===== src/rtl/eecfg_defines.svh =====
`ifndef EECFG_DEFINES_SVH
`define EECFG_DEFINES_SVH

// header layout
`define EECFG_HDR_ADDR        8'h00
`define EECFG_HDR_RSVD_ADDR   8'h01
`define EECFG_BURST_ADDR      8'h02
`define EECFG_SLOT_BASE       8'h03
`define EECFG_HDR_CRC_BIT     7
`define EECFG_HDR_MAP_BIT     6
`define EECFG_HDR_LARGE_BIT   5
`define EECFG_HDR_CNT_MSB     3
// device block layout
`define EECFG_BLK_FIRST       8'h03
`define EECFG_BLK_LAST        8'h27
`define EECFG_BLK_LEN         8'h25
`define EECFG_BLK_LOS_OFS     8'h00
`define EECFG_BLK_CTL_OFS     8'h01
`define EECFG_BLK_SWING_OFS   8'h15
`define EECFG_LOS_SEL_BIT     2
`define EECFG_SIGNAL_LOSS_OVERRIDE_BIT    7
`define EECFG_LOS_VAL_BIT     6
`define EECFG_INPUT_POWERDOWN_BIT    5
`define EECFG_OSCILLATOR_POWERDOWN_BIT    4
`define EECFG_SATA_A_BIT      2
`define EECFG_SATA_B_BIT      1
`define EECFG_TXDIS_BIT       0
`define EECFG_SWING_MSB       5
`define EECFG_SWING_LSB       3
`define EECFG_SWING_RST       3'h3
// wishbone register offsets
`define EECFG_REG_CTRL        8'h00
`define EECFG_REG_STATUS      8'h04
`define EECFG_REG_HEADER      8'h08
`define EECFG_REG_CONFIG      8'h0C
`define EECFG_REG_DATA        8'h10
`define EECFG_REG_SLOT        8'h14

`endif


===== src/rtl/eecfg_pkg.sv =====
package eecfg_pkg;

    typedef enum logic [2:0] {
        EECFG_IDLE  = 3'b000,
        EECFG_HDR   = 3'b001,
        EECFG_PTR   = 3'b011,
        EECFG_BLK   = 3'b010,
        EECFG_DONE  = 3'b110
    } eecfg_state_t;

    typedef struct packed {
        logic       crc_enable;
        logic       pointer_table_enable;
        logic       large_eeprom;
        logic [3:0] device_count;
        logic [7:0] eeprom_burst_length;
    } eecfg_header_t;

    typedef struct packed {
        logic       signal_loss_source_select;
        logic       signal_loss_override;
        logic       signal_loss_forced_value;
        logic       input_powerdown;
        logic       oscillator_powerdown;
        logic       sata_mode_channel_a;
        logic       sata_mode_channel_b;
        logic       transmit_disable_override;
        logic [2:0] channel_b_swing_level;
    } eecfg_config_t;

endpackage


===== src/rtl/eecfg_loader.sv =====
// Behaviour
// - header byte 0: crc enable, pointer table, large flag, reserved, count.
// - header byte 2 is burst length; header byte 1 ignored.
// - slot n crc at address 3+2n, block pointer at 4+2n.
// - block byte 4 bits 7..4: loss override, loss value, powerdowns.
// - block byte 4 bits 2..0: sata a, sata b, tx disable; bit 3 ignored.
// - byte 0x18 bits 5..3 become channel b swing, register 0x2D bits 4..2.
// - a block spans offsets 3 to 39, thirty-seven bytes.
//
// Implementation choices: the Wishbone register port and the register addresses.
`timescale 1ns/1ps
`include "eecfg_defines.svh"

module eecfg_loader
    import eecfg_pkg::*;
(
    input  wire logic        core_clk,
    input  wire logic        rst,
    // wishbone slave
    input  wire logic        wb_cyc_i,
    input  wire logic        wb_stb_i,
    input  wire logic        wb_we_i,
    input  wire logic [7:0]  wb_adr_i,
    input  wire logic [3:0]  wb_sel_i,
    input  wire logic [31:0] wb_dat_i,
    output logic      [31:0] wb_dat_o,
    output logic             wb_ack_o,
    // eeprom byte read port
    output logic             ee_req,
    output logic      [7:0]  ee_addr,
    input  wire logic        ee_ack,
    input  wire logic [7:0]  ee_data,
    // loaded configuration
    output eecfg_config_t    cfg,
    output logic             cfg_done
);

    //------------------------------------------------------------
    // state and captured fields
    //------------------------------------------------------------
    // sequencer state, header image and fetch addressing
    eecfg_state_t  state_reg;
    eecfg_header_t hdr_reg;
    logic [7:0]    addr_reg;
    logic [7:0]    base_reg;
    logic [7:0]    ofs_reg;
    logic [1:0]    slot_reg;
    // wishbone side controls and handshake decode
    logic          start_pulse;
    logic          busy_ack;
    logic          acc;

    // a request is taken once; the ack cycle is not a second take
    assign acc = wb_cyc_i & wb_stb_i & ~wb_ack_o;

    //------------------------------------------------------------
    // eeprom fetch sequencer
    //------------------------------------------------------------
    // byte request stands in every fetch state; address moves on ack only
    assign ee_req  = (state_reg != EECFG_IDLE) && (state_reg != EECFG_DONE);
    assign ee_addr = addr_reg;
    assign busy_ack = ee_req & ee_ack;

    // walk header, own pointer, then block
    // header bytes 0 to 2 are always read so the burst length is held,
    // while only the own slot pointer is fetched afterwards
    always_ff @(posedge core_clk or posedge rst) begin
        if (rst) begin
            state_reg <= EECFG_IDLE;
            addr_reg  <= 8'h00;
            base_reg  <= 8'h00;
            ofs_reg   <= 8'h00;
        end else begin
            unique case (state_reg)
                EECFG_IDLE, EECFG_DONE: begin
                    if (start_pulse) begin
                        state_reg <= EECFG_HDR;
                        addr_reg  <= `EECFG_HDR_ADDR;
                    end
                end
                EECFG_HDR: begin
                    if (busy_ack) begin
                        if (addr_reg == `EECFG_BURST_ADDR) begin
                            state_reg <= EECFG_PTR;
                            // pointer of own slot
                            addr_reg  <= `EECFG_SLOT_BASE + 8'h01
                                         + {5'h00, slot_reg, 1'b0};
                        end else begin
                            addr_reg <= addr_reg + 8'h01;
                        end
                    end
                end
                EECFG_PTR: begin
                    if (busy_ack) begin
                        state_reg <= EECFG_BLK;
                        // shared pointers need no special case
                        base_reg  <= ee_data;
                        addr_reg  <= ee_data;
                        ofs_reg   <= 8'h00;
                    end
                end
                EECFG_BLK: begin
                    if (busy_ack) begin
                        // last byte index is one below the block length
                        if (ofs_reg == `EECFG_BLK_LEN - 8'h01) begin
                            state_reg <= EECFG_DONE;
                        end else begin
                            ofs_reg  <= ofs_reg + 8'h01;
                            addr_reg <= base_reg + ofs_reg + 8'h01;
                        end
                    end
                end
                default: state_reg <= EECFG_IDLE;
            endcase
        end
    end

    //------------------------------------------------------------
    // header capture
    //------------------------------------------------------------
    // byte 1 is reserved and never reaches the header image
    always_ff @(posedge core_clk or posedge rst) begin
        if (rst) begin
            hdr_reg <= '0;
        end else if (busy_ack && state_reg == EECFG_HDR) begin
            if (addr_reg == `EECFG_HDR_ADDR) begin
                hdr_reg.crc_enable <= ee_data[`EECFG_HDR_CRC_BIT];
                hdr_reg.pointer_table_enable
                    <= ee_data[`EECFG_HDR_MAP_BIT];
                hdr_reg.large_eeprom <= ee_data[`EECFG_HDR_LARGE_BIT];
                hdr_reg.device_count
                    <= ee_data[`EECFG_HDR_CNT_MSB:0];
            end
            if (addr_reg == `EECFG_BURST_ADDR) begin
                hdr_reg.eeprom_burst_length <= ee_data;
            end
        end
    end

    //------------------------------------------------------------
    // block byte mapping
    //------------------------------------------------------------
    // only bytes with mapped fields are decoded; every other block
    // byte is fetched and dropped, so the byte count stays fixed
    always_ff @(posedge core_clk or posedge rst) begin
        if (rst) begin
            // swing comes up as the unloaded default byte gives it
            cfg <= '0;
            cfg.channel_b_swing_level <= `EECFG_SWING_RST;
        end else if (busy_ack && state_reg == EECFG_BLK) begin
            if (ofs_reg == `EECFG_BLK_LOS_OFS) begin
                cfg.signal_loss_source_select
                    <= ee_data[`EECFG_LOS_SEL_BIT];
            end
            if (ofs_reg == `EECFG_BLK_CTL_OFS) begin
                cfg.signal_loss_override
                    <= ee_data[`EECFG_SIGNAL_LOSS_OVERRIDE_BIT];
                cfg.signal_loss_forced_value
                    <= ee_data[`EECFG_LOS_VAL_BIT];
                cfg.input_powerdown <= ee_data[`EECFG_INPUT_POWERDOWN_BIT];
                cfg.oscillator_powerdown
                    <= ee_data[`EECFG_OSCILLATOR_POWERDOWN_BIT];
                cfg.sata_mode_channel_a <= ee_data[`EECFG_SATA_A_BIT];
                cfg.sata_mode_channel_b <= ee_data[`EECFG_SATA_B_BIT];
                cfg.transmit_disable_override
                    <= ee_data[`EECFG_TXDIS_BIT];
            end
            if (ofs_reg == `EECFG_BLK_SWING_OFS) begin
                cfg.channel_b_swing_level
                    <= ee_data[`EECFG_SWING_MSB:`EECFG_SWING_LSB];
            end
        end
    end

    // completion flag
    // stays high until the next start, so software may poll it
    assign cfg_done = (state_reg == EECFG_DONE);

    //------------------------------------------------------------
    // wishbone registers
    //------------------------------------------------------------
    // ctrl: bit0 start (self clearing), bits 9:8 slot
    // slot is frozen while a fetch runs, so the pointer address cannot
    // change between the header reads and the pointer read
    always_ff @(posedge core_clk or posedge rst) begin
        if (rst) begin
            start_pulse <= 1'b0;
            slot_reg    <= 2'h0;
        end else begin
            start_pulse <= 1'b0;
            if (acc && wb_we_i && wb_adr_i == `EECFG_REG_CTRL) begin
                if (wb_sel_i[0]) begin
                    start_pulse <= wb_dat_i[0];
                end
                if (wb_sel_i[1] && !ee_req) begin
                    slot_reg <= wb_dat_i[9:8];
                end
            end
        end
    end

    // ack one cycle after strobe, read data registered
    // data is zero outside the ack cycle so a shared or-mux stays clean
    always_ff @(posedge core_clk or posedge rst) begin
        if (rst) begin
            wb_ack_o <= 1'b0;
            wb_dat_o <= 32'h0000_0000;
        end else begin
            wb_ack_o <= acc;
            wb_dat_o <= 32'h0000_0000;
            if (acc && !wb_we_i) begin
                unique case (wb_adr_i)
                    `EECFG_REG_CTRL:   wb_dat_o <= {22'h0, slot_reg, 8'h00};
                    `EECFG_REG_STATUS: wb_dat_o <= {29'h0, state_reg};
                    `EECFG_REG_HEADER: wb_dat_o <= {17'h0, hdr_reg};
                    `EECFG_REG_CONFIG: wb_dat_o <= {20'h0, cfg_done, cfg};
                    `EECFG_REG_DATA:   wb_dat_o <= {24'h0, base_reg};
                    `EECFG_REG_SLOT:   wb_dat_o <= {24'h0, ofs_reg};
                    default:           wb_dat_o <= 32'h0000_0000;
                endcase
            end
        end
    end

endmodule // eecfg_loader


===== config.mk =====
export PLATFORM = sky130hd
export DESIGN_NAME = eecfg_loader
export DESIGN_NICKNAME = d
export VERILOG_FILES = /design/src/rtl/eecfg_pkg.sv /design/src/rtl/eecfg_loader.sv
export VERILOG_INCLUDE_DIRS = /design/src /design/src/rtl
export SDC_FILE = /design/constraint.sdc
export NUM_CORES = 1
export LEC_CHECK = 0
export BUFFER_PORTS_ARGS = -buffer_cell sky130_fd_sc_hd__buf_2
export CAP_MARGIN = 0
export CORE_ASPECT_RATIO = 0.5
export CORE_MARGIN = 5
export CORE_UTILIZATION = 48
export DETAILED_ROUTE_END_ITERATION = 8
export GPL_TIMING_DRIVEN = 0
export HOLD_SLACK_MARGIN = 0.15
export PLACE_DENSITY = 0.77
export REMOVE_ABC_BUFFERS = 1
export SYNTH_ARGS = -nofsm -noshare
export SYNTH_HDL_FRONTEND = slang
export SYNTH_SLANG_ARGS = --single-unit

===== constraint.sdc =====
create_clock -name core_clk -period 2.38 [get_ports core_clk]
set_clock_uncertainty 0.1 [all_clocks]
set_input_delay 0.476 -clock core_clk [delete_from_list [all_inputs] [get_ports core_clk]]
set_output_delay 0.476 -clock core_clk [all_outputs]
set_load 0.1 [all_outputs]

==> After elaboration in Yosys (flattened, before gate mapping) <==
Cells that the tools add are included.
{ "word_totals": {"out_inout_bits": 54, "rom_bits": 0, "latchBits": 0, "mem_bits_rw": 0, "n_memories": 0, "register_bits": 89} }
{ "op_classes": {"reduce_logical": 27, "n_shift": 0, "div": 0, "mul": 0, "n_mux": 22, "n_eq_ne": 21, "order_cmp": 0, "addsub": 5, "n_bitwise": 4} }
{ "op_table": {"columns": ["cell", "count"], "rows": [
  ["case mux 15 bit (6 select lines)", 1],
  ["2-to-1 mux 8 bit", 9],
  ["case mux 8 bit (4 select lines)", 1],
  ["adder 8 x 1 -> 8 bit, second input constant", 3],
  ["equality test 8 x 5 -> 1 bit, second input constant", 3],
  ["zero test 8 bit", 3],
  ["2-to-1 mux 3 bit", 6],
  ["equality test 8 x 4 -> 1 bit, second input constant", 2],
  ["case mux 8 bit (2 select lines)", 1],
  ["2-to-1 mux 15 bit", 1],
  ["!= test 2 bit, second input constant", 7],
  ["AND reduction 2 bit", 7],
  ["case mux 3 bit (4 select lines)", 1],
  ["AND reduction 6 bit", 2],
  ["adder 8 bit", 1],
  ["equality test 8 x 1 -> 1 bit, second input constant", 1],
  ["equality test 8 x 2 -> 1 bit, second input constant", 1],
  ["equality test 8 x 3 -> 1 bit, second input constant", 1],
  ["equality test 8 x 6 -> 1 bit, second input constant", 1],
  ["logical AND 1 bit", 7],
  ["equality test 3 x 2 -> 1 bit, second input constant", 2],
  ["adder 3 x 3 -> 4 bit, first input constant", 1],
  ["AND reduction 4 bit", 1],
  ["nonzero test 4 bit", 1],
  ["other kinds (11)", 15]
]} }

==> Depth between registers and ports, before layout <==
{ "depth": {"word_depth": 5, "depth_mapped": 8, "mapped_depth_nobuf": 8} }

==> Worst setup path after synthesis <==
No wires, ideal clock.
{ "synth_path": {"kind": "register -> register", "start": "register addr_reg[1] (netlist: ee_addr[1])", "end": "register addr_reg[7] (netlist: ee_addr[7])", "stages_incl_launch_ff": 7, "setup_ns": 0.134, "arrival_ns": 2.318, "path_slack_ns": -0.173, "n_path_buf": 0, "t_required_ns": 2.146, "period_less_slack_ns": 2.553, "path_cell_list": "dfrtp_1 -> ha_1 -> or3b_2 -> o21ai_0 -> nor2b_1 -> o21ai_0 -> o211ai_1"} }
{ "synth_via": {"elab_chain_cells": 4, "word_cells_on_any_way": 5, "cone_classes": "1 x add/sub; 1 x eq/ne; 3 x mux"} }
{ "synth_rtl": {"columns": ["element", "line", "source"], "rows": [
  ["start: declaration", "eecfg_loader.sv:44", "logic [7:0] addr_reg;"],
  ["start signal: assignment", "eecfg_loader.sv:78", "addr_reg <= `EECFG_HDR_ADDR;"],
  ["start signal: assignment", "eecfg_loader.sv:86", "addr_reg <= `EECFG_SLOT_BASE + 8'h01"],
  ["start signal: assignment", "eecfg_loader.sv:89", "addr_reg <= addr_reg + 8'h01;"],
  ["adder 8 x 1 -> 8 bit or equality test 8 x 2 -> 1 bit (tied branches)", null, null],
  ["2-to-1 mux 8 bit *", "eecfg_loader.sv:83", "if (addr_reg == `EECFG_BURST_ADDR) begin"],
  ["2-to-1 mux 8 bit *", "eecfg_loader.sv:82", "if (busy_ack) begin"],
  ["case mux 8 bit (4 select lines) *", "eecfg_loader.sv:74", "unique case (state_reg)"]
]} }
Every way passes the cells marked *; elsewhere a longest branch is shown, timed or not. The select of a mux whose other input is x is not followed.
A chain may end at the register's enable or synchronous reset.

==> Worst setup path after layout <==
{ "layout_path": {"start": "register state_reg[1]", "end": "output ee_req"} }
{ "layout_via": {"elab_chain_cells": 2, "word_cells_on_any_way": 3, "cone_classes": "1 x eq/ne; 2 x reduce/logical"} }
{ "layout_rtl": {"columns": ["element", "line", "source"], "rows": [
  ["start: declaration", "eecfg_loader.sv:42", "eecfg_state_t state_reg;"],
  ["start signal: assignment", "eecfg_loader.sv:69", "state_reg <= EECFG_IDLE;"],
  ["start signal: assignment", "eecfg_loader.sv:77", "state_reg <= EECFG_HDR;"],
  ["start signal: assignment", "eecfg_loader.sv:84", "state_reg <= EECFG_PTR;"],
  ["!= test 3 bit or nonzero test 3 bit (tied branches)", "eecfg_loader.sv:60", "assign ee_req = (state_reg != EECFG_IDLE) && (state_reg != EECFG_DONE);"],
  ["logical AND 1 bit *", "eecfg_loader.sv:60", null],
  ["end: declaration", "eecfg_loader.sv:29", "output logic ee_req,"]
]} }
Every way passes the cells marked *; elsewhere a longest branch is shown, timed or not.

==> impl_results.md <==
* Status: completed
* DR vias/cell at 5.59
* Slew Limit Headroom at 0.416
* # DRC at 0
* RSZ-0062 raised after global routing: false
* Site Rows at 23
* Ant diodes at 0
* Fin. Hold Viols at 0
* Die Footprint at 0.0105 sq mm
* Syn-to-layout area delta at 16.2%
* Total power at 5900 uW
* Syn avg cell area at 10.4 sq um
* Reg2reg end: cfg[7]
* Core Region at 0.00812 sq mm
* Root cell of the clock tree: clkbuf_16
* Max Cap Viol at 0
* CP Buf/Inv Count at 2
* Synth unique cells at 59
* Worst Setup End Kind: output port
* Max IR drop VDD at 603 uV
* Worst EP arrival at 1.73 ns
* CP max FO at 16
* Period Utilization, post-route at 0.968
* CTS clk-pin slew, worst paths at 0.06 ns
* Worst slew pin tran at 0.875 ns
* Initial DRC count at 259
* HP Class: in2async
* CP startpoint kind: register
* Fin Hold WS at 0.210 ns
* Critical Path RT at 1.80 ns
* Worst setup path category: reg2out
* Total track usage at 0.197
* Antenna viol nets, final at 0
* Achievable frequency at 0.434 GHz
* Delay-heaviest family, CP: flip-flops
* Register area at 0.00181 sq mm
* Max stage delay on crit path at 0.52 ns
* Io pins at 112
* Met2 WL at 4330 microns
* Final net count at 523
* Drt pass-1 iters at 4
* Final Max Tran Viols at 0
* R2r worst-path depth at 5
* IO Port Bufs at 63
* Pwr Density at 1260 mW/mm^2
* Final setup vio count at 0
* CP startpoint: state_reg[1]
* Chip width at 140 microns
* Synth Register Bits at 72
* Layout fillers at 694
* Uppermost layer routed: met4
* Yosys warnings at 0
* Top_reg_cell synth: dfrtp_1
* CTS Buf Count at 9
* Global-route wire length before repair at 15,800 microns
* Initial antenna violation count at 1
* Vias at 3,169
* Wire length on met3 at 1020 microns
* Multi-input gate area at 0.00208 sq mm
* Gate Count Post-Synth at 388
* EDFF count, synth at 0
* Gr ovfl total at 0
* Reg-to-reg setup timing slack at 0.14 ns
* Sequential-to-total area share from yosys stat at 0.446
* Vias in the first global route at 3,010
* Clock Path Buffers at 2
* Most common cell after layout, fill and taps aside: dfrtp_1
* Die Span Y at 74.9 microns
* M1 WL at 4350 microns
* Slowest-stage cell, CP: dfrtp_2
* Most frequent cells in the layout: dfrtp_1 (66), buf_2 (62), mux2_2 (32)
* CTS tree: yes
* Async SR Flop Fraction at 1.00
* Finished Layout Cells at 567
* FF-to-FF Start: ofs_reg[7]
* CTS H-Tree Depth at 3
* Final worst path period need at 2.30 ns
* Largest net degree at the start of global routing at 73
* Initial Utilization at 0.499
* Wire per inst at 17.3 microns
* Layout Utilization at 0.579
* Skew-Pair Late Insertion Delay at 0.34 ns
* Clk sink count at 72
* Leak at 0.00227 uW
* Gpl congestion at 0.953
* DP Wirelength at 7130 microns
* Critical Path, Cell by Cell: or2_2 -> a21oi_1 -> inv_1 -> buf_2
* Layout cell share with drive strength beyond 1 at 0.288
* Drt total wl at 9830 microns
* Placed Cells at 549
* Post-Syn Area at 0.00405 sq mm
[cells by family after synthesis]
kind of cell    Yosys count  share of synthesized area
simple gates            116                      0.159
compound gates           74                      0.121
flops                    72                      0.446
mux                      54                      0.143
buf+inv                  46                     0.0603
fa+ha+maj                15                     0.0482
xor+xnor                 10                     0.0216
other cells               1                   0.000926
[per-layer routing]
| metal | track usage | vias up |
|---|---|---|
| li1 | - | 1499 |
| met1 | 0.270 | 1524 |
| met2 | 0.303 | 135 |
| met3 | 0.0711 | 11 |
| met4 | 0.0462 | 0 |
| met5 | 0 | - |
[stage by stage]
stage | setup WS (ns) | instance area (sq um) | setup TNS [ns]
final | 0.0758 | 4700 | 0
after global routing | 0.0255 | 4700 | 0
after CTS | 0.00246 | 4660 | 0
after detailed placement | -0.305 | 4380 | -4.19
after global placement | -0.837 | 4380 | -62.32
after floorplan | -0.173 | 3920 | -1.82
[worst max path at each step]
stage | cells past startpoint | endpoint
floorplan | 6 | ee_addr[7]
global placement | 2 | ee_addr[0]
detailed placement | 6 | slot_reg[0]
CTS | 8 | ee_addr[4]
global route | 4 | ee_req
finish | 4 | ee_req
[worst register-to-register path: cells and delay by family, from the launching register on]
kind             cells  cell delay [ns]
and+or+nand+nor      4             1.19
muxes                1             0.38
DFF                  1             0.46
[area by class of cell]
type | count | area share
flip-flops and latches | 72 | 0.385
well taps | 112 | 0.0298
clock inverters | 5 | 0.00718
multi-input cells | 286 | 0.443
inverters | 16 | 0.0141
repair buffers | 65 | 0.0708
clock buffers | 11 | 0.0495
[repair_timing]
| item | CTS | global route |
|---|---|---|
| hold buffers | 0 | 0 |
| buffers inserted | 1 | 1 |
| hold endpoints to repair | 0 | 0 |
| pin swaps | 1 | 1 |
| setup endpoints to repair | 25 | 20 |
| resized for setup | 4 | 9 |
[report_power, final]
part           switching (uW)  internal, uW  leakage [uW]
registers                 364          1470      0.000938
logic                    2120           737       0.00120
clock network             508           703      0.000126
[Yosys cell counts, types with 7 or more instances]
library cell	number	share of area
o22ai_1	7	0.011
nand2_1	16	0.015
a21oi_1	12	0.015
dfrtp_1	70	0.43
mux2_2	32	0.089
ha_1	14	0.043
nor2_1	25	0.023
clkbuf_1	11	0.010
nor3_1	11	0.014
nand3_1	8	0.0099
mux2i_1	22	0.054
buf_4	17	0.032
inv_1	16	0.015
o21ai_0	21	0.026
Power figures use the tool's default switching activity.
